--- config.mk ---
export PLATFORM = sky130hd
export DESIGN_NAME = fraction_word_pll_core
export DESIGN_NICKNAME = d
export VERILOG_FILES = /design/src/pll_pkg.sv /design/src/fraction_word_pll_core.sv
export VERILOG_INCLUDE_DIRS = /design/src
export SDC_FILE = /design/constraint.sdc
export NUM_CORES = 1
export LEC_CHECK = 0
export BUFFER_PORTS_ARGS = -buffer_cell sky130_fd_sc_hd__buf_2
export CAP_MARGIN = 20
export CORE_AREA = 2 2 148 150
export CTS_BUF_LIST = sky130_fd_sc_hd__clkbuf_16
export CTS_CLUSTER_SIZE = 12
export DETAILED_ROUTE_END_ITERATION = 16
export DIE_AREA = 0 0 150 152
export PLACE_DENSITY = 0.8
export RECOVER_POWER = 50
export SYNTH_ARGS = -nofsm -noshare
export SYNTH_HDL_FRONTEND = slang
export SYNTH_SLANG_ARGS = --single-unit
--- constraint.sdc ---
create_clock -name REF_CLK -period 13.8 [get_ports REF_CLK]
set_input_delay 1.38 -clock REF_CLK [delete_from_list [all_inputs] [get_ports REF_CLK]]
set_output_delay 1.38 -clock REF_CLK [all_outputs]
set_load 0.03 [all_outputs]
--- src/pll_consts.svh ---
// Constants of the fractional-N synthesizer core: field positions, reset values, timing.
`ifndef PLL_CONSTS_SVH
`define PLL_CONSTS_SVH

// ==========================================================
// Destination codes in the three low bits of a word
`define SEL_FRACTION_WORD_INT 3'h0
`define SEL_MOD_R 3'h1
`define SEL_FUNCTION 3'h3
`define SEL_TIMER 3'h4
`define SEL_MUX 3'h6

// ==========================================================
// Field positions
`define WORD_BITS 24
`define INT_MSB 22
`define INT_LSB 15
`define FRACTION_WORD_MSB 14
`define FRACTION_WORD_LSB 3
`define HALF_BIT 22
`define PRESC_BIT 20
`define DOUBLER_BIT 19
`define RDIV_MSB 18
`define RDIV_LSB 15
`define MODW_MSB 14
`define MODW_LSB 3
`define POL_BIT 3
`define TVAL_MSB 13
`define TVAL_LSB 5
`define TSEL_MSB 4
`define TSEL_LSB 3
`define MSEL_MSB 6
`define MSEL_LSB 3

// ==========================================================
// Timer selects and output select codes
`define TSEL_SW_AB 2'h0
`define TSEL_SW_C 2'h1
`define TSEL_PUMP 2'h2
`define MSEL_LOW 4'h0
`define MSEL_HIGH 4'h1
`define MSEL_RDIV 4'h2
`define MSEL_NDIV 4'h3
`define MSEL_LOCK 4'h4
`define MSEL_PFDREF 4'h5

// ==========================================================
// Reset values and the fast-lock pump cell load
`define RST_INT 8'h1A
`define RST_FRACTION_WORD 12'h000
`define RST_MODW 12'h002
`define RST_RDIV 4'h1
`define RST_CELLS 7'h01
`define ALL_CELLS 7'h40

// ==========================================================
// Timing
`define CLK_PERIOD_NS 20
`define LOCK_ERR_NS 3
`define UNLOCK_ERR_NS 30
`define LOCK_ERR_CYC ((`LOCK_ERR_NS + `CLK_PERIOD_NS - 1) / `CLK_PERIOD_NS)
`define UNLOCK_ERR_CYC (`UNLOCK_ERR_NS / `CLK_PERIOD_NS)
`define LOCK_CYCLES 40
`define TIMER_PRESCALE 4

`endif

--- src/pll_pkg.sv ---
// Types shared by the synthesizer core.
package pll_pkg;

  typedef struct packed {
    logic doubler;
    logic half;
    logic [3:0] r_div;
  } ref_cfg_t;

  typedef struct packed {
    logic [7:0] int_w;
    logic [11:0] fraction_word_w;
    logic [11:0] mod_w;
    logic presc_89;
  } fb_cfg_t;

  typedef enum logic [1:0] {
    FL_NORMAL = 2'b00,
    FL_WIDE = 2'b01,
    FL_STEP = 2'b10
  } fl_state_t;

endpackage

--- src/fraction_word_pll_core.sv ---
// Digital core of a fractional-N synthesizer with fast-lock sequencing.
// ==========================================================
`timescale 1ns/1ps
`include "pll_consts.svh"

module fraction_word_pll_core
  import pll_pkg::*;
#(
  parameter int TIMER_W = 9,
  parameter int LOCK_COUNT = `LOCK_CYCLES
)
(
  // Clock and reset
  input wire logic REF_CLK,
  input wire logic SYS_RST,
  // Loop signals
  input wire logic REFERENCE_INPUT,
  input wire logic VCO_FEEDBACK,
  // Serial programming
  input wire logic SERIAL_CLOCK,
  input wire logic SERIAL_DATA,
  input wire logic LOAD_STROBE,
  // Phase detector, pump and prescaler control
  output logic PUMP_UP,
  output logic PUMP_DOWN,
  output logic [6:0] PUMP_CELLS,
  output logic PRESCALER_89,
  // Loop filter switches
  output logic FILTER_SWITCH_A,
  output logic FILTER_SWITCH_B,
  output logic FILTER_SWITCH_C,
  // Status
  output logic LOCK_DETECT,
  output logic MULTIPLEXED_OUTPUT
);

  // ==========================================================
  // Serial interface and programming words
  logic [23:0] shift_q, shift_d;
  logic sclk_q, le_q;
  ref_cfg_t ref_cfg_q, ref_cfg_d;
  fb_cfg_t fb_cfg_q, fb_cfg_d;
  logic pol_q, pol_d;
  logic [3:0] output_select_field_q, output_select_field_d;
  logic [TIMER_W-1:0] tprog_q [3];
  logic [TIMER_W-1:0] tprog_d [3];
  logic new_freq;
  logic load_now;

  always_comb
  begin
    shift_d = shift_q;
    ref_cfg_d = ref_cfg_q;
    fb_cfg_d = fb_cfg_q;
    pol_d = pol_q;
    output_select_field_d = output_select_field_q;
    tprog_d = tprog_q;
    new_freq = 1'b0;
    load_now = LOAD_STROBE && !le_q;
    if (SERIAL_CLOCK && !sclk_q)
    begin
      shift_d = {shift_q[22:0], SERIAL_DATA};
    end
    if (load_now)
    begin
      case (shift_q[2:0])
        `SEL_FRACTION_WORD_INT:
        begin
          fb_cfg_d.int_w = shift_q[`INT_MSB:`INT_LSB];
          fb_cfg_d.fraction_word_w = shift_q[`FRACTION_WORD_MSB:`FRACTION_WORD_LSB];
          new_freq = 1'b1;
        end
        `SEL_MOD_R:
        begin
          ref_cfg_d.half = shift_q[`HALF_BIT];
          fb_cfg_d.presc_89 = shift_q[`PRESC_BIT];
          ref_cfg_d.doubler = shift_q[`DOUBLER_BIT];
          ref_cfg_d.r_div = shift_q[`RDIV_MSB:`RDIV_LSB];
          fb_cfg_d.mod_w = shift_q[`MODW_MSB:`MODW_LSB];
        end
        `SEL_FUNCTION: pol_d = shift_q[`POL_BIT];
        `SEL_TIMER:
        begin
          if (shift_q[`TSEL_MSB:`TSEL_LSB] != 2'h3)
          begin
            tprog_d[shift_q[`TSEL_MSB:`TSEL_LSB]] = shift_q[`TVAL_MSB:`TVAL_LSB];
          end
        end
        `SEL_MUX: output_select_field_d = shift_q[`MSEL_MSB:`MSEL_LSB];
        default: ;
      endcase
    end
  end

  always_ff @(posedge REF_CLK)
  begin
    if (SYS_RST)
    begin
      shift_q <= 24'h000000;
      // Track the pins in reset so an idle-high clock gives no false edge
      sclk_q <= SERIAL_CLOCK;
      le_q <= LOAD_STROBE;
      ref_cfg_q <= '{doubler: 1'b0, half: 1'b0, r_div: `RST_RDIV};
      fb_cfg_q <= '{int_w: `RST_INT, fraction_word_w: `RST_FRACTION_WORD, mod_w: `RST_MODW, presc_89: 1'b0};
      pol_q <= 1'b1;
      output_select_field_q <= `MSEL_LOW;
      tprog_q <= '{default: '0};
    end
    else
    begin
      shift_q <= shift_d;
      sclk_q <= SERIAL_CLOCK;
      le_q <= LOAD_STROBE;
      ref_cfg_q <= ref_cfg_d;
      fb_cfg_q <= fb_cfg_d;
      pol_q <= pol_d;
      output_select_field_q <= output_select_field_d;
      tprog_q <= tprog_d;
    end
  end

  // ==========================================================
  // Reference path: doubler, counter, toggle stage, timer clock
  logic reference_input_q;
  logic [3:0] rcnt_q, rcnt_d;
  logic pfd_ref_q, pfd_ref_d, pfd_prev_q;
  logic [1:0] tdiv_q, tdiv_d;
  logic ref_ev, r_out, pfd_rise, pfd_fall, timer_tick;
  logic [3:0] r_last;

  always_comb
  begin
    // Doubler counts both input edges, so a full ratio of 0.5 is reachable
    ref_ev = ref_cfg_q.doubler ? (REFERENCE_INPUT ^ reference_input_q)
                               : (REFERENCE_INPUT && !reference_input_q);
    // A zero divide code behaves as one
    r_last = (ref_cfg_q.r_div == 4'h0) ? 4'h0 : ref_cfg_q.r_div - 4'h1;
    r_out = ref_ev && (rcnt_q == r_last);
    rcnt_d = rcnt_q;
    if (ref_ev)
    begin
      rcnt_d = r_out ? 4'h0 : rcnt_q + 4'h1;
    end
    // Without the toggle stage the reference is a one-cycle pulse
    pfd_ref_d = ref_cfg_q.half ? (pfd_ref_q ^ r_out) : r_out;
    pfd_rise = pfd_ref_q && !pfd_prev_q;
    pfd_fall = !pfd_ref_q && pfd_prev_q;
    tdiv_d = pfd_fall ? tdiv_q + 2'h1 : tdiv_q;
    timer_tick = pfd_fall && (tdiv_q == 2'(`TIMER_PRESCALE - 1));
  end

  always_ff @(posedge REF_CLK)
  begin
    if (SYS_RST)
    begin
      reference_input_q <= 1'b0;
      rcnt_q <= 4'h0;
      pfd_ref_q <= 1'b0;
      pfd_prev_q <= 1'b0;
      tdiv_q <= 2'h0;
    end
    else
    begin
      reference_input_q <= REFERENCE_INPUT;
      rcnt_q <= rcnt_d;
      pfd_ref_q <= pfd_ref_d;
      pfd_prev_q <= pfd_ref_q;
      tdiv_q <= tdiv_d;
    end
  end

  // ==========================================================
  // Feedback divider with third-order modulator
  function automatic logic [12:0] mod_add(input logic [11:0] a, input logic [11:0] b,
                                          input logic [11:0] m);
    logic [12:0] s;
    s = {1'b0, a} + {1'b0, b};
    if (s >= {1'b0, m})
    begin
      mod_add = {1'b1, 12'(s - {1'b0, m})};
    end
    else
    begin
      mod_add = {1'b0, s[11:0]};
    end
  endfunction

  logic vco_q;
  logic [9:0] fcnt_q, fcnt_d, nlen_q, nlen_d;
  logic [11:0] acc_q [3];
  logic [11:0] acc_d [3];
  logic c2_q, c3_q, c3_qq, c2_d, c3_d, c3_dd;
  logic [12:0] s1, s2, s3;
  logic signed [3:0] sd;
  logic ndiv_out;

  always_comb
  begin
    ndiv_out = VCO_FEEDBACK && !vco_q && (fcnt_q >= nlen_q - 10'h001);
    fcnt_d = fcnt_q;
    nlen_d = nlen_q;
    acc_d = acc_q;
    c2_d = c2_q;
    c3_d = c3_q;
    c3_dd = c3_qq;
    s1 = mod_add(acc_q[0], fb_cfg_q.fraction_word_w, fb_cfg_q.mod_w);
    s2 = mod_add(acc_q[1], s1[11:0], fb_cfg_q.mod_w);
    s3 = mod_add(acc_q[2], s2[11:0], fb_cfg_q.mod_w);
    // Cascade noise shaping: carries average to fraction_word over mod
    sd = 4'(s1[12]) + 4'(s2[12]) - 4'(c2_q) + 4'(s3[12]) - 4'(2 * c3_q) + 4'(c3_qq);
    if (VCO_FEEDBACK && !vco_q)
    begin
      fcnt_d = ndiv_out ? 10'h000 : fcnt_q + 10'h001;
    end
    if (ndiv_out)
    begin
      acc_d[0] = s1[11:0];
      acc_d[1] = s2[11:0];
      acc_d[2] = s3[11:0];
      c2_d = s2[12];
      c3_d = s3[12];
      c3_dd = c3_q;
      nlen_d = {2'h0, fb_cfg_q.int_w} + 10'(sd);
    end
  end

  always_ff @(posedge REF_CLK)
  begin
    if (SYS_RST)
    begin
      vco_q <= 1'b0;
      fcnt_q <= 10'h000;
      nlen_q <= {2'h0, `RST_INT};
      acc_q <= '{default: '0};
      c2_q <= 1'b0;
      c3_q <= 1'b0;
      c3_qq <= 1'b0;
    end
    else
    begin
      vco_q <= VCO_FEEDBACK;
      fcnt_q <= fcnt_d;
      nlen_q <= nlen_d;
      acc_q <= acc_d;
      c2_q <= c2_d;
      c3_q <= c3_d;
      c3_qq <= c3_dd;
    end
  end

  // ==========================================================
  // Phase detector and digital lock detect
  logic up_q, up_d, dn_q, dn_d, lock_q, lock_d;
  logic [7:0] err_q, err_d;
  logic [5:0] good_q, good_d;
  logic pfd_clear;

  always_comb
  begin
    up_d = up_q | pfd_rise;
    dn_d = dn_q | ndiv_out;
    pfd_clear = up_d && dn_d;
    err_d = (up_q ^ dn_q) && (err_q != 8'hFF) ? err_q + 8'h01 : err_q;
    good_d = good_q;
    lock_d = lock_q;
    if (pfd_clear)
    begin
      // Pulse width difference is the phase error
      up_d = 1'b0;
      dn_d = 1'b0;
      err_d = 8'h00;
      if (err_q > 8'(`UNLOCK_ERR_CYC))
      begin
        good_d = 6'h00;
        lock_d = 1'b0;
      end
      else if (err_q < 8'(`LOCK_ERR_CYC))
      begin
        good_d = (good_q == 6'(LOCK_COUNT)) ? good_q : good_q + 6'h01;
        lock_d = lock_q || (good_q + 6'h01 >= 6'(LOCK_COUNT));
      end
      else
      begin
        good_d = 6'h00;
      end
    end
    // A stuck pulse must drop lock without waiting for the other edge
    if (err_q > 8'(`UNLOCK_ERR_CYC))
    begin
      good_d = 6'h00;
      lock_d = 1'b0;
    end
    if (new_freq)
    begin
      good_d = 6'h00;
      lock_d = 1'b0;
    end
  end

  always_ff @(posedge REF_CLK)
  begin
    if (SYS_RST)
    begin
      up_q <= 1'b0;
      dn_q <= 1'b0;
      err_q <= 8'h00;
      good_q <= 6'h00;
      lock_q <= 1'b0;
    end
    else
    begin
      up_q <= up_d;
      dn_q <= dn_d;
      err_q <= err_d;
      good_q <= good_d;
      lock_q <= lock_d;
    end
  end

  // ==========================================================
  // Fast-lock timeout counters and pump cell stepping
  fl_state_t fl_q, fl_d;
  logic [TIMER_W-1:0] tcnt_q [3];
  logic [TIMER_W-1:0] tcnt_d [3];
  logic [6:0] cells_q, cells_d;

  always_comb
  begin
    fl_d = fl_q;
    tcnt_d = tcnt_q;
    cells_d = cells_q;
    if (new_freq)
    begin
      // A write mid-sequence simply starts over
      tcnt_d = tprog_q;
      cells_d = `ALL_CELLS;
      fl_d = FL_WIDE;
    end
    else if (timer_tick)
    begin
      for (int i = 0; i < 3; i++)
      begin
        if (tcnt_q[i] != '0)
        begin
          tcnt_d[i] = tcnt_q[i] - 1'b1;
        end
      end
      case (fl_q)
        FL_WIDE:
        begin
          if (tcnt_q[`TSEL_PUMP] == '0)
          begin
            cells_d = cells_q >> 1;
            fl_d = FL_STEP;
          end
        end
        FL_STEP:
        begin
          cells_d = cells_q >> 1;
          if (cells_q == 7'h02)
          begin
            fl_d = FL_NORMAL;
          end
        end
        default: fl_d = FL_NORMAL;
      endcase
    end
  end

  always_ff @(posedge REF_CLK)
  begin
    if (SYS_RST)
    begin
      fl_q <= FL_NORMAL;
      tcnt_q <= '{default: '0};
      cells_q <= `RST_CELLS;
    end
    else
    begin
      fl_q <= fl_d;
      tcnt_q <= tcnt_d;
      cells_q <= cells_d;
    end
  end

  // ==========================================================
  // Outputs
  logic mux_q, mux_d;

  always_comb
  begin
    case (output_select_field_q)
      `MSEL_HIGH: mux_d = 1'b1;
      `MSEL_RDIV: mux_d = r_out;
      `MSEL_NDIV: mux_d = ndiv_out;
      `MSEL_LOCK: mux_d = lock_q;
      `MSEL_PFDREF: mux_d = pfd_ref_q;
      default: mux_d = 1'b0;
    endcase
  end

  always_ff @(posedge REF_CLK)
  begin
    if (SYS_RST)
    begin
      mux_q <= 1'b0;
    end
    else
    begin
      mux_q <= mux_d;
    end
  end

  assign MULTIPLEXED_OUTPUT = mux_q;
  assign PUMP_UP = pol_q ? up_q : dn_q;
  assign PUMP_DOWN = pol_q ? dn_q : up_q;
  assign PUMP_CELLS = cells_q;
  assign PRESCALER_89 = fb_cfg_q.presc_89;
  assign FILTER_SWITCH_A = (tcnt_q[`TSEL_SW_AB] != '0);
  assign FILTER_SWITCH_B = (tcnt_q[`TSEL_SW_AB] != '0);
  assign FILTER_SWITCH_C = (tcnt_q[`TSEL_SW_C] != '0);
  assign LOCK_DETECT = lock_q;

endmodule

After elaboration in Yosys (flattened, before gate mapping) --
Index checks and enable logic that the tools add are counted.
Storage, ports and cells: flip-flop bits (word level) 219, input port bits 7, logic and storage cells 181
Cells by class: $add $sub $neg 22, magnitude comparators 9, equal/unequal tests 22, muxes and demuxes 32, bitwise logic cells 6, reductions and logical operators 48
Operator list (number):
- 27-bit two-way mux | 2
- 12-bit by 12-bit adder with 13-bit output | 3
- 13-bit by 12-bit greater-or-equal comparator with 1-bit output | 3
- 13-bit two-way mux | 3
- 9-bit two-way mux | 4
- 12-bit subtractor | 3
- 27-bit bitwise mux | 1
- 9-bit nonzero test | 3
- 9-bit by 1-bit subtractor with 9-bit output, second input constant | 3
- 7-bit two-way mux | 3
- 9-bit demux with 2-bit select | 1
- 2-bit AND reduction | 9
- 3-bit AND reduction | 5
- 7-bit case mux with 2 select lines | 1
- 1-bit logical AND | 12
- 6-bit two-way mux | 2
- 10-bit by 1-bit adder with 10-bit output, second input constant | 1
- 9-bit by 4-bit adder with 10-bit output | 1
- 10-bit greater-or-equal comparator | 1
- 10-bit two-way mux | 1
- 2-bit nonzero test | 5
- 10-bit by 1-bit subtractor with 10-bit output, second input constant | 1
- 9-bit logical NOT | 1
- 8-bit by 1-bit adder with 8-bit output, second input constant | 1
- 43 further kinds | 69

Longest topological paths before layout --
Gate-level depths: netlist of the first run.
depth after elaboration 13, depth in mapped cells 60, depth with buffers taken out 56

Worst setup path before layout of the first run --
Ideal clock, no wire load.
kind reg2reg, start point reg fb_cfg_q[13] (netlist bit), end point reg nlen_q[6], arrival time 12.120 ns, required time 13.730 ns, path slack 1.609 ns, cell stages (with the launch flop) 54, path buffers 2, period minus slack after synthesis 12.191 ns, cells stage by stage dfxtp_1 -> ha_1 -> inv_1 -> fa_1 -> nor2b_4 -> o31a_1 -> o41ai_4 -> nand2_1 -> o311ai_0 -> ha_1 -> a21oi_1 -> nor3b_1 -> a221oi_1 -> nor3_4 -> inv_6 -> mux2_4 -> ha_1 -> nor3_1 -> [... 18 more ...] -> xnor2_1 -> ha_1 -> nand3_1 -> nor2_1 -> a211oi_1 -> a21boi_0 -> nor3_2 -> buf_4 -> inv_1 -> fa_1 -> ha_1 -> fa_1 -> a21o_1 -> maj3_1 -> mux2i_1 -> xnor2_1 -> nand2_1 -> a21oi_1
On the way: cells in the longest elaborated chain, start to end 13, elaborated cells between the ends (all ways) 17, those cells by class add/sub (11); order compare (3); mux (3)
Ends and longest elaborated chain:
- start: declaration | RTL line fraction_word_pll_core.sv:42 | fb_cfg_t fb_cfg_q, fb_cfg_d;
- start signal: assignment | RTL line fraction_word_pll_core.sv:104 | fb_cfg_q <= '{int_w: `RST_INT, fraction_word_w: `RST_FRACTION_WORD, mod_w: `RST_MODW, presc_89: 1'b0};
- start signal: assignment | RTL line fraction_word_pll_core.sv:115 | fb_cfg_q <= fb_cfg_d;
- 12-bit by 12-bit adder with 13-bit output * | RTL line fraction_word_pll_core.sv:177 | s = {1'b0, a} + {1'b0, b};
- 12-bit subtractor or 13-bit by 12-bit greater-or-equal comparator with 1-bit output (tied branches) | RTL line fraction_word_pll_core.sv:180, fraction_word_pll_core.sv:178
- 13-bit two-way mux * | RTL line fraction_word_pll_core.sv:178 | if (s >= {1'b0, m})
- net s1[4] | RTL line fraction_word_pll_core.sv:193 | logic [12:0] s1, s2, s3;
- 12-bit by 12-bit adder with 13-bit output * | RTL line fraction_word_pll_core.sv:177
- 13-bit by 12-bit greater-or-equal comparator with 1-bit output * | RTL line fraction_word_pll_core.sv:178
- 13-bit two-way mux * | RTL line fraction_word_pll_core.sv:178
- net s2[0] | RTL line fraction_word_pll_core.sv:193
- 12-bit by 12-bit adder with 13-bit output * | RTL line fraction_word_pll_core.sv:177
- 13-bit by 12-bit greater-or-equal comparator with 1-bit output * | RTL line fraction_word_pll_core.sv:178
- 13-bit two-way mux * | RTL line fraction_word_pll_core.sv:178
- net s3[12] | RTL line fraction_word_pll_core.sv:193
- 3-bit by 2-bit adder with 4-bit output * | RTL line fraction_word_pll_core.sv:210 | sd = 4'(s1[12]) + 4'(s2[12]) - 4'(c2_q) + 4'(s3[12]) - 4'(2 * c3_q) + 4'(c3_qq);
- 4-bit by 2-bit subtractor with 4-bit output * | RTL line fraction_word_pll_core.sv:210
- 4-bit by 1-bit adder with 4-bit output * | RTL line fraction_word_pll_core.sv:210
- 9-bit by 4-bit adder with 10-bit output * | RTL line fraction_word_pll_core.sv:223 | nlen_d = {2'h0, fb_cfg_q.int_w} + 10'(sd);
- end signal: assignment | RTL line fraction_word_pll_core.sv:233 | nlen_q <= {2'h0, `RST_INT};
- end signal: assignment | RTL line fraction_word_pll_core.sv:243 | nlen_q <= nlen_d;
- end: declaration | RTL line fraction_word_pll_core.sv:189 | logic [9:0] fcnt_q, fcnt_d, nlen_q, nlen_d;
The timed path passes the listed nets; every way through them passes the cells marked *. A chain may end at the register's enable or synchronous reset.

Worst setup path in the final report of the first run --
Same ends and word-level chain as after synthesis.

==> results.ini, run 1 <==
[status]
outcome=finished with violations
violations=max-capacitance violations, max-slew violations

[worst_setup_path]
reg2reg_slack_ns=0.74
cp_max_fo=16
start_kind=register
reg2reg_to=nlen_q[6]$_SDFFE_PP0P_
slowest_delay_ns=0.50
cpMostUsedCell=ha_1
crit_arrival_ns=13.52
worstReg2RegStart=fb_cfg_q[13]$_SDFFE_PP0P_
critPathRequiredTime_ns=14.25
ff2ff_path_depth=50
setup.worst_path.end_class=register
slowest_stage=or4_1
crit_type=reg2reg

[clock_tree]
root_buffer=clkbuf_16
clockBufferDepth=3
cts_tree=yes
cts_sinks=219
cts_htree_levels=1
clk_pin_slew_worst_paths_ns=0.06
numCtsBuffers=24
insertion_delay_ns=0.54
hold_buffers=0

[synthesis]
syn-cell-area_sq_um=13300
syn_inst=1609
synth_flop_cell=dfxtp_1
synth_enable_flop_cells=0
avgSynthCellArea_sq_um=8.29
synthArstFlopShare_pct=0
synth_nets=1731
yosys-top-cells-area=dfxtp_1 (33%), ha_1 (9.9%), nand2_1 (6.1%)
synthXorXnorAreaFrac_pct=6.83
yosysSeqAreaShare_pct=32.9
synth.area.mux_share_pct=6.29
yosysWarnings=0
synthDominantCellAreaShare_pct=32.9
synth_compound_area_share_pct=18.6
yosysUniqueCellTypes=87
ys_ff_latch=219
synth_top_family_by_area=simple AND/OR/NAND/NOR gates
synth_top_cell_by_area=dfxtp_1
yosys.area_share.simple_pct=19.7
synth-adder-area-share_pct=11.4

[sta]
max_freq_mhz=76.6
maxSlewViolCount=206
worst_pin_slew_ns=3.12
min_period_over_period_pct=94.7
setup_violations=0
max_slew_margin_pct=-108
finalHoldViolations=0
skew_ns=0.0266
fin_crit_ns=13.06

[final_layout]
drive_gt1_share_pct=6.32
area_growth_pct=7.10
post-route-util_pct=66.9
seq_area_sq_um=4380
n_antenna_cell=0
nFillCells=1807
final_cell_mix=dfxtp_1 (219), nand2_1 (215), a21oi_1 (148), nor2_1 (142), ha_1 (106)
final_common_cell=dfxtp_1
nets=1724
finalInstanceArea_sq_um=14300
multi_input_area_sq_um=8400

[pwr]
p_clk_share_pct=35.4
p_int_uw=1110
power_frac_comb_pct=24.0
p_leak_uw=0.00579
seqPwrFrac_pct=40.5
p_per_area_nw_per_um2=112
ir_worst_vdd_mv=0.107
p_sw_uw=490
swShare_pct=30.6

[route]
wl_met2_um=15000
vias_per_cell=6.09
drtIter0Drc=748
vias=11500
met1Wirelength_um=13800
wl_per_cell_um=16.8
top_layer_used=met4
drtAntennaViolNets=0
drc=0
wl_met3_um=1840
drt_first_pass_iters=6
drt_wl_total_um=31800

[floorplan]
fp.dieW_um=150
boundaryPins=22
dieHeight_um=152
die_area_sq_um=22800
core_sq_um=21400
start_util_pct=62.5
rows=54

[placement]
io_buffers=21
place_area_sq_um=13600
gp_congestion=0.940
hpwl_um=22400

[flow_run]
drv_cap=3

[grt]
grt_pass1_wl_um=52900
grt_overflow=0
track_usage_pct=27.7
grt_pass1_vias=11200
antenna_found_initial=0
grt_max_degree=76

[min_path]
min_path_cells=1
min_to=MULTIPLEXED_OUTPUT$_SDFF_PP0_
hold_path_class=reg2reg
min_from=output_select_field_q[3]$_SDFFE_PP0P_

power by group through the flow:
stage / sequential, uW / clock (uW) / combinational [uW]
2_1_floorplan: 661 / 0 / 299
3_3_place_gp: 663 / 0 / 364
3_5_place_dp: 663 / 0 / 374
4_1_cts: 649 / 578 / 377
5_1_grt: 650 / 598 / 425
6_report: 649 / 568 / 385
critical path, delay by kind of cell, from the launching register on:
| family | cells | cell delay [ns] |
|---|---|---|
| buffers and inverters | 4 | 0.64 |
| adders and majority gates | 11 | 3.59 |
| muxes | 3 | 0.92 |
| xor gates and xnor gates | 2 | 0.25 |
| and+or+nand+nor | 14 | 2.85 |
| AOI/OAI and AO/OA | 16 | 4.40 |
| DFF | 1 | 0.31 |
what timing repair did:
action | in CTS | in global routing
endpoints found under the hold margin | 0 | 0
gates resized for setup | 0 | 4
setup buffers | 0 | 2
endpoints found under the setup margin | 0 | 7
per-layer routing:
layer	vias to the layer above	track usage, %
li1	5665	-
met1	5446	36.4
met2	348	46.9
met3	76	3.42
met4	0	9.75
met5	-	0
registers in the layout, summed over array words and instances, names as in the netlist, 2 cells and up:
register / count
acc_q: 36
fb_cfg_q: 32
tcnt_q: 27
tprog_q: 27
shift_q: 23
fcnt_q: 10
nlen_q: 10
err_q: 8
PUMP_CELLS: 7
good_q: 6
ref_cfg_q: 6
output_select_field_q: 4
rcnt_q: 4
fl_q: 2
tdiv_q: 2
Yosys cell counts (34+ instances only):
| cell type | count |
|---|---|
| inv_1 | 73 |
| nand2_1 | 215 |
| o21ai_0 | 77 |
| xor2_1 | 43 |
| clkbuf_1 | 52 |
| ha_1 | 106 |
| a21oi_1 | 149 |
| xnor2_1 | 61 |
| nand3_1 | 34 |
| mux2i_1 | 56 |
| dfxtp_1 | 219 |
| nor3_1 | 44 |
| nor2_1 | 141 |
worst max path at each step:
stage                     slack (ns)                 startpoint                     end
final                           0.74  fb_cfg_q[13]$_SDFFE_PP0P_  nlen_q[6]$_SDFFE_PP0P_
after floorplan                 1.61  fb_cfg_q[13]$_SDFFE_PP0P_  nlen_q[6]$_SDFFE_PP0P_
after global placement          1.23  fb_cfg_q[13]$_SDFFE_PP0P_  nlen_q[6]$_SDFFE_PP0P_
after detailed placement        0.70  fb_cfg_q[13]$_SDFFE_PP0P_  nlen_q[6]$_SDFFE_PP0P_
after global routing           -0.04  fb_cfg_q[13]$_SDFFE_PP0P_  nlen_q[6]$_SDFFE_PP0P_
after CTS                       0.51  fb_cfg_q[13]$_SDFFE_PP0P_  nlen_q[7]$_SDFFE_PP0P_
layout make-up:
type,count,area share (%)
clock buffer,24,4.20
sequential,219,30.7
timing repair buffer,35,1.27
tap,280,2.45
inverter,74,1.98
clock inverter,14,0.587
multi-input combinational,1248,58.8
kinds of logic (layout without fill, tap and decap cells):
kind of cell,Yosys count,in the layout
and+or+nand+nor,560,560
muxes,78,78
buffers and inverters,142,147
xor gates and xnor gates,104,104
DFF,219,219
AOI/OAI and AO/OA,390,390
adders and majority gates,116,116
stage by stage:
| stage | total power [uW] | setup WS, ns | setup TNS [ns] | hold WS [ns] | instances |
|---|---|---|---|---|---|
| 6_report | 1600 | 0.737 | 0 | 0.422 | 1894 |
| 5_1_grt | 1670 | -0.0364 | -0.0589 | 0.435 | 1894 |
| 4_1_cts | 1600 | 0.507 | 0 | 0.428 | 1892 |
| 3_5_place_dp | 1040 | 0.700 | 0 | 0.413 | 1854 |
| 3_3_place_gp | 1030 | 1.23 | 0 | 0.413 | 1854 |
| 2_1_floorplan | 960 | 1.61 | 0 | 0.396 | 1609 |
No activity file was read; power rests on OpenSTA's default activity.
==> inputs of run 2 (changes only) <==
CORE_AREA = 2 2 167 169   (was 2 2 148 150)
DIE_AREA = 0 0 169 171   (was 0 0 150 152)
PLACE_DENSITY = default   (was 0.8)
==> run 2 against run 1 <==
  * The flow still finishes with violations (max-capacitance violations, max-slew violations)
  * Fmax rose by 1.1%
  * Cell area is 2.1% higher
  * Hold slack improved by 0.015 ns
  * Wire length is 3.3% higher
  * Global-route usage decreased by 4.9 points
  * Core utilization shrank 14 points
  * Critical endpoint is now nlen_q[7]$_SDFFE_PP0P_
  * Clock-buffer cell count increased by 3
  * Non-clock buffer count down 1
==> results.ini, run 2 (synthesis gave the netlist of run 1 again) <==
[clock_tree]
clockBufferDepth=3  ; unchanged
cts_sinks=219  ; unchanged
cts_htree_levels=1  ; unchanged
insertion_delay_ns=0.55  ; about the same
hold_buffers=0  ; unchanged
cts_tree=yes
clk_pin_slew_worst_paths_ns=0.06  ; about the same
numCtsBuffers=27  ; +13%
root_buffer=clkbuf_16

[pwr]
seqPwrFrac_pct=36.9  ; -3.6 points
p_per_area_nw_per_um2=121  ; +7.7%
p_leak_uw=0.00590  ; +1.9%
p_int_uw=1250  ; +12%
p_clk_share_pct=41.1  ; +5.7 points
ir_worst_vdd_mv=0.0937  ; -13%
p_sw_uw=516  ; +5.3%
power_frac_comb_pct=22.0  ; -2.0 points
swShare_pct=29.3  ; -1.3 points

[final_layout]
final_cell_mix=dfxtp_1 (219), nand2_1 (215), a21oi_1 (149), nor2_1 (141), ha_1 (106)
finalInstanceArea_sq_um=14600  ; +2.1%
nets=1726  ; +0.12%
n_antenna_cell=0  ; unchanged
final_common_cell=dfxtp_1
largest_reg_flops=36  ; unchanged
reg_top3=acc_q: 36 flops, fb_cfg_q: 32 flops
post-route-util_pct=53.4  ; -14 points
top_register=acc_q
drive_gt1_share_pct=6.84  ; +0.52 points
area_growth_pct=9.35

[floorplan]
rows=61  ; +13%
die_area_sq_um=28900  ; +27%
fp.dieW_um=169  ; +13%
core_sq_um=27300  ; +28%
boundaryPins=22  ; unchanged
start_util_pct=48.8  ; -14 points
dieHeight_um=171  ; +13%

[sta]
min_period_over_period_pct=93.6  ; -1.1 points
fin_crit_ns=12.92  ; -0.146 ns
max_freq_mhz=77.4  ; +1.1%
hold_ws_ns=0.437  ; +0.0152 ns
finalHoldViolations=0  ; unchanged
setup_slack_ns=0.883  ; +0.146 ns
maxSlewViolCount=167  ; -19%
worst_pin_slew_ns=2.94  ; -0.175 ns
setup_violations=0  ; unchanged
max_slew_margin_pct=-96.3  ; +12 points
skew_ns=0.0114  ; -0.0152 ns

[route]
wl_per_cell_um=16.7  ; -0.61%
vias=11100  ; -3.5%
drtAntennaViolNets=0  ; unchanged
drtIter0Drc=605  ; -19%
drc=0  ; unchanged
vias_per_cell=5.66  ; -7.1%
drt_wl_total_um=32800  ; +3.3%
drt_first_pass_iters=5  ; -1

[grt]
grt_pass1_vias=10400  ; -7.2%
grt_max_degree=79  ; +3.9%
grt_pass1_wl_um=54000  ; +2.1%
antenna_found_initial=1  ; +1
track_usage_pct=22.9  ; -4.9 points
grt_overflow=0  ; unchanged

[worst_setup_path]
cpMostUsedCell=ha_1
critPathRequiredTime_ns=14.27  ; +0.02 ns
slowest_stage=or4_1
crit_arrival_ns=13.39  ; -0.13 ns
start_kind=register
cp_max_fo=15  ; -1
crit_type=reg2reg
setup.worst_path.end_class=register
slowest_delay_ns=0.49  ; about the same

[min_path]
hold_path_class=reg2reg

[placement]
dp_slack_ns=0.560  ; -0.140 ns
io_buffers=21  ; unchanged
place_area_sq_um=13700  ; +0.61%
hpwl_um=23400  ; +4.2%
gp_congestion=0.896  ; -4.6%

[status]
violations=max-capacitance violations, max-slew violations
outcome=finished with violations

[flow_run]
drv_cap=3  ; unchanged

==> run 2: final cells by class <==
class	count	area [sq um]
inverter	74	283
tap	346	433
clock buffer	27	676
fill	2613	12700
sequential	219	4380
clock inverter	20	230
multi-input combinational	1248	8400
timing repair buffer	34	174
==> run 2: layer usage <==
| metal | part of all wire, % | wire length (um) | global-route usage, % |
|---|---|---|---|
| met5 | 0 | 0 | 0 |
| met4 | 2.0 | 660 | 5.17 |
| met3 | 4.6 | 1520 | 3.03 |
| met1 | 49 | 15900 | 31.6 |
| met2 | 45 | 14700 | 38.3 |
==> run 2: critical path, delay by kind of cell (launching register included) <==
| family | cells | cell delay, ns |
|---|---|---|
| AO/OA/AOI/OAI | 19 | 5.04 |
| adder cells (fa/ha/maj) | 10 | 3.00 |
| AND/OR/NAND/NOR | 14 | 2.65 |
| buffers and inverters | 7 | 0.96 |
| multiplexers | 2 | 0.70 |
| flip-flops | 1 | 0.31 |
| XOR/XNOR | 1 | 0.16 |
==> run 2: final timing paths <==
path | startpoint | end | depth (start not counted) | slack, ns
max reg2reg | fb_cfg_q[13]$_SDFFE_PP0P_ | nlen_q[7]$_SDFFE_PP0P_ | 53 | 0.88
max | fb_cfg_q[13]$_SDFFE_PP0P_ | nlen_q[7]$_SDFFE_PP0P_ | 53 | 0.88
min reg2reg | output_select_field_q[3]$_SDFFE_PP0P_ | MULTIPLEXED_OUTPUT$_SDFF_PP0_ | 1 | 0.44
min | output_select_field_q[3]$_SDFFE_PP0P_ | MULTIPLEXED_OUTPUT$_SDFF_PP0_ | 1 | 0.44
==> run 2: what timing repair did <==
| action | CTS | global route |
|---|---|---|
| setup buffers | 0 | 1 |
| endpoints found under the setup margin | 0 | 7 |
| resized for setup | 0 | 3 |
==> run 2: through the flow <==
step                power, uW  setup TNS, ns  std cells
floorplan                 960              0       1609
global placement         1040              0       1920
detailed placement       1040              0       1920
CTS                      1770              0       1967
global route             1850        -0.0104       1968
finish                   1760              0       1968
==> run 2: power by group through the flow <==
stage	registers [uW]	logic [uW]	clock network, uW
after floorplan	661	299	0
after global placement	663	376	0
after detailed placement	663	378	0
after CTS	649	382	743
after global routing	651	428	767
final	650	388	725
==> inputs of run 3 (changes only) <==
CAP_MARGIN = default   (was 20)
CTS_BUF_LIST = sky130_fd_sc_hd__clkbuf_8   (was sky130_fd_sc_hd__clkbuf_16)
==> run 3 against run 2 <==
  * The run still ends with max-capacitance violations, max-slew violations left
  * Via count up 0.65%
  * Hold slack improved by 0.0095 ns
  * Combinational power about the same
  * Sequential power about the same
  * Clock-buffer cell count rose by 24
  * Critical endpoint unchanged
  * Non-clock buffer count is the same
  * Critical path depth did not move
  * Largest cell class unchanged
  * Core utilization fell by 0.38 points
  * Clock power down 14%
  * Worst setup slack better by 0.021 ns
  * Fmax up 0.16%
  * Largest power group is now registers
  * Cell count rose by 0.97%
==> results.ini, run 3 (synthesis gave the netlist of run 1 again) <==
[status]
outcome=finished with violations
violations=max-capacitance violations, max-slew violations

[sta]
max_slew_margin_pct=-97.6  ; -1.4 points
finalHoldViolations=0  ; unchanged
max_freq_mhz=77.5  ; +0.16%
maxSlewViolCount=167  ; unchanged
worst_pin_slew_ns=2.96  ; +0.0205 ns
skew_ns=0.0255  ; +0.0142 ns
setup_violations=0  ; unchanged
min_period_over_period_pct=93.5  ; -0.15 points
fin_crit_ns=12.90  ; -0.0208 ns
setup_slack_ns=0.904  ; +0.0208 ns

[grt]
grt_max_degree=79  ; unchanged
grt_overflow=0  ; unchanged
track_usage_pct=23.1  ; +0.26 points
antenna_found_initial=1  ; unchanged
grt_pass1_wl_um=54300  ; +0.56%
grt_pass1_vias=10500  ; +1.3%

[route]
drc=0  ; unchanged
drtIter0Drc=694  ; +15%
drt_wl_total_um=33000  ; +0.50%
drt_first_pass_iters=5  ; unchanged
drtAntennaViolNets=0  ; unchanged
wl_per_cell_um=16.6  ; -0.46%
vias_per_cell=5.64  ; -0.32%
vias=11200  ; +0.65%

[worst_setup_path]
setup.worst_path.end_class=register
crit_arrival_ns=13.37  ; -0.02 ns
slowest_delay_ns=0.46  ; -0.03 ns
ff2ff_path_depth=53  ; unchanged
worstReg2RegStart=fb_cfg_q[13]$_SDFFE_PP0P_
cpMostUsedCell=ha_1
critPathTopFamily=compound AO/OA/AOI/OAI gates
reg2reg_to=nlen_q[7]$_SDFFE_PP0P_
start_kind=register
path_buf_inv=7  ; unchanged
critPathRequiredTime_ns=14.27  ; about the same
crit_type=reg2reg
slowest_stage=or4_1
reg2reg_slack_ns=0.90  ; +0.02 ns
cp_max_fo=15  ; unchanged

[floorplan]
rows=61  ; unchanged
core_sq_um=27300  ; unchanged
die_area_sq_um=28900  ; unchanged
start_util_pct=48.8  ; unchanged
fp.dieW_um=169  ; unchanged
dieHeight_um=171  ; unchanged
boundaryPins=22  ; unchanged

[min_path]
min_path_cells=1  ; unchanged
min_to=MULTIPLEXED_OUTPUT$_SDFF_PP0_
min_from=output_select_field_q[3]$_SDFFE_PP0P_
hold_path_class=reg2reg

[final_layout]
nets=1740  ; +0.81%
drive_gt1_share_pct=8.10  ; +1.3 points
nFillCells=2613  ; unchanged
largest_reg_flops=36  ; unchanged
final_common_cell=dfxtp_1
reg_top3=acc_q: 36 flops, fb_cfg_q: 32 flops
post-route-util_pct=53.0  ; -0.38 points
final_cell_mix=dfxtp_1 (219), nand2_1 (215), a21oi_1 (149), nor2_1 (141), ha_1 (106)
final_cells=1987  ; +0.97%
top_register=acc_q
area_growth_pct=8.58
n_antenna_cell=0  ; unchanged

[clock_tree]
cts_tree=yes
cts_htree_levels=2  ; +1
cts_sinks=219  ; unchanged
insertion_delay_ns=0.55  ; about the same
numCtsBuffers=41  ; +52%
clockBufferDepth=3  ; unchanged
clk_pin_slew_worst_paths_ns=0.06  ; about the same
root_buffer=clkbuf_8

[placement]
io_buffers=21  ; unchanged
hpwl_um=23400  ; unchanged
dp_cells=1920  ; unchanged
gp_congestion=0.896  ; unchanged
dp_slack_ns=0.560  ; unchanged

[pwr]
p_per_area_nw_per_um2=115  ; -5.0%
swShare_pct=30.8  ; +1.6 points
ir_worst_vdd_mv=0.107  ; +14%
seqPwrFrac_pct=39.1  ; +2.2 points
p_int_uw=1150  ; -7.8%
power_frac_comb_pct=23.2  ; +1.2 points
p_leak_uw=0.00589  ; -0.18%
p_sw_uw=512  ; -0.65%
p_clk_share_pct=37.7  ; -3.4 points

[flow_run]
drv_cap=3  ; unchanged

run 3: worst max-delay path by stage:
stage                              start                     end  cells after the start
6_report       fb_cfg_q[13]$_SDFFE_PP0P_  nlen_q[7]$_SDFFE_PP0P_                     53
5_1_grt        fb_cfg_q[13]$_SDFFE_PP0P_  nlen_q[7]$_SDFFE_PP0P_                     54
4_1_cts        fb_cfg_q[13]$_SDFFE_PP0P_  nlen_q[6]$_SDFFE_PP0P_                     52
3_5_place_dp   fb_cfg_q[13]$_SDFFE_PP0P_  nlen_q[8]$_SDFFE_PP0P_                     51
3_3_place_gp   fb_cfg_q[13]$_SDFFE_PP0P_  nlen_q[6]$_SDFFE_PP0P_                     51
2_1_floorplan  fb_cfg_q[13]$_SDFFE_PP0P_  nlen_q[6]$_SDFFE_PP0P_                     53
run 3: per-layer routing:
| metal | share of wire (%) | up-vias | global-route usage (%) |
|---|---|---|---|
| li1 | - | 5724 | - |
| met1 | 49 | 5218 | 31.4 |
| met2 | 45 | 208 | 38.3 |
| met3 | 4.0 | 57 | 3.59 |
| met4 | 2.4 | 0 | 6.73 |
| met5 | 0 | - | 0 |
run 3: timing repair:
action | 4_1_cts | 5_1_grt
endpoints found under the setup margin | 0 | 7
endpoints found under the hold margin | 0 | 0
resized for setup | 0 | 3
hold buffers | 0 | 0
buffers inserted | 0 | 1
run 3: stage by stage:
step                      hold WS [ns]  setup TNS [ns]  power [uW]  cell area, sq um
after global routing             0.455         -0.0109        1750             14500
after floorplan                  0.396               0         960             13300
after detailed placement         0.427               0        1040             13700
after CTS                        0.442               0        1680             14500
final                            0.447               0        1660             14500
after global placement           0.427               0        1040             13700
run 3: worst reg2reg max path: cells and delay by family (launching register included):
| family | cells | cell delay [ns] |
|---|---|---|
| adders and majority gates | 10 | 3.01 |
| AOI/OAI and AO/OA | 19 | 5.05 |
| muxes | 2 | 0.71 |
| and+or+nand+nor | 14 | 2.63 |
| buffers and inverters | 7 | 0.96 |
| DFF | 1 | 0.32 |
| xor gates and xnor gates | 1 | 0.15 |
run 3: final cells by class:
class,count,area [sq um],share of cell area [%]
flip-flops and latches,219,4380,30.3
clock buffers,51,702,4.85
clock inverters,15,101,0.700
multi-input cells,1248,8400,58.0
well taps,346,433,2.99
repair buffers,34,174,1.20
inverters,74,283,1.95
run 3: power by group through the flow:
| stage | registers [uW] | logic [uW] | clock network, uW |
|---|---|---|---|
| detailed placement | 663 | 378 | 0 |
| global placement | 663 | 376 | 0 |
| floorplan | 661 | 299 | 0 |
| finish | 650 | 386 | 626 |
| global route | 651 | 427 | 673 |
| CTS | 650 | 380 | 645 |
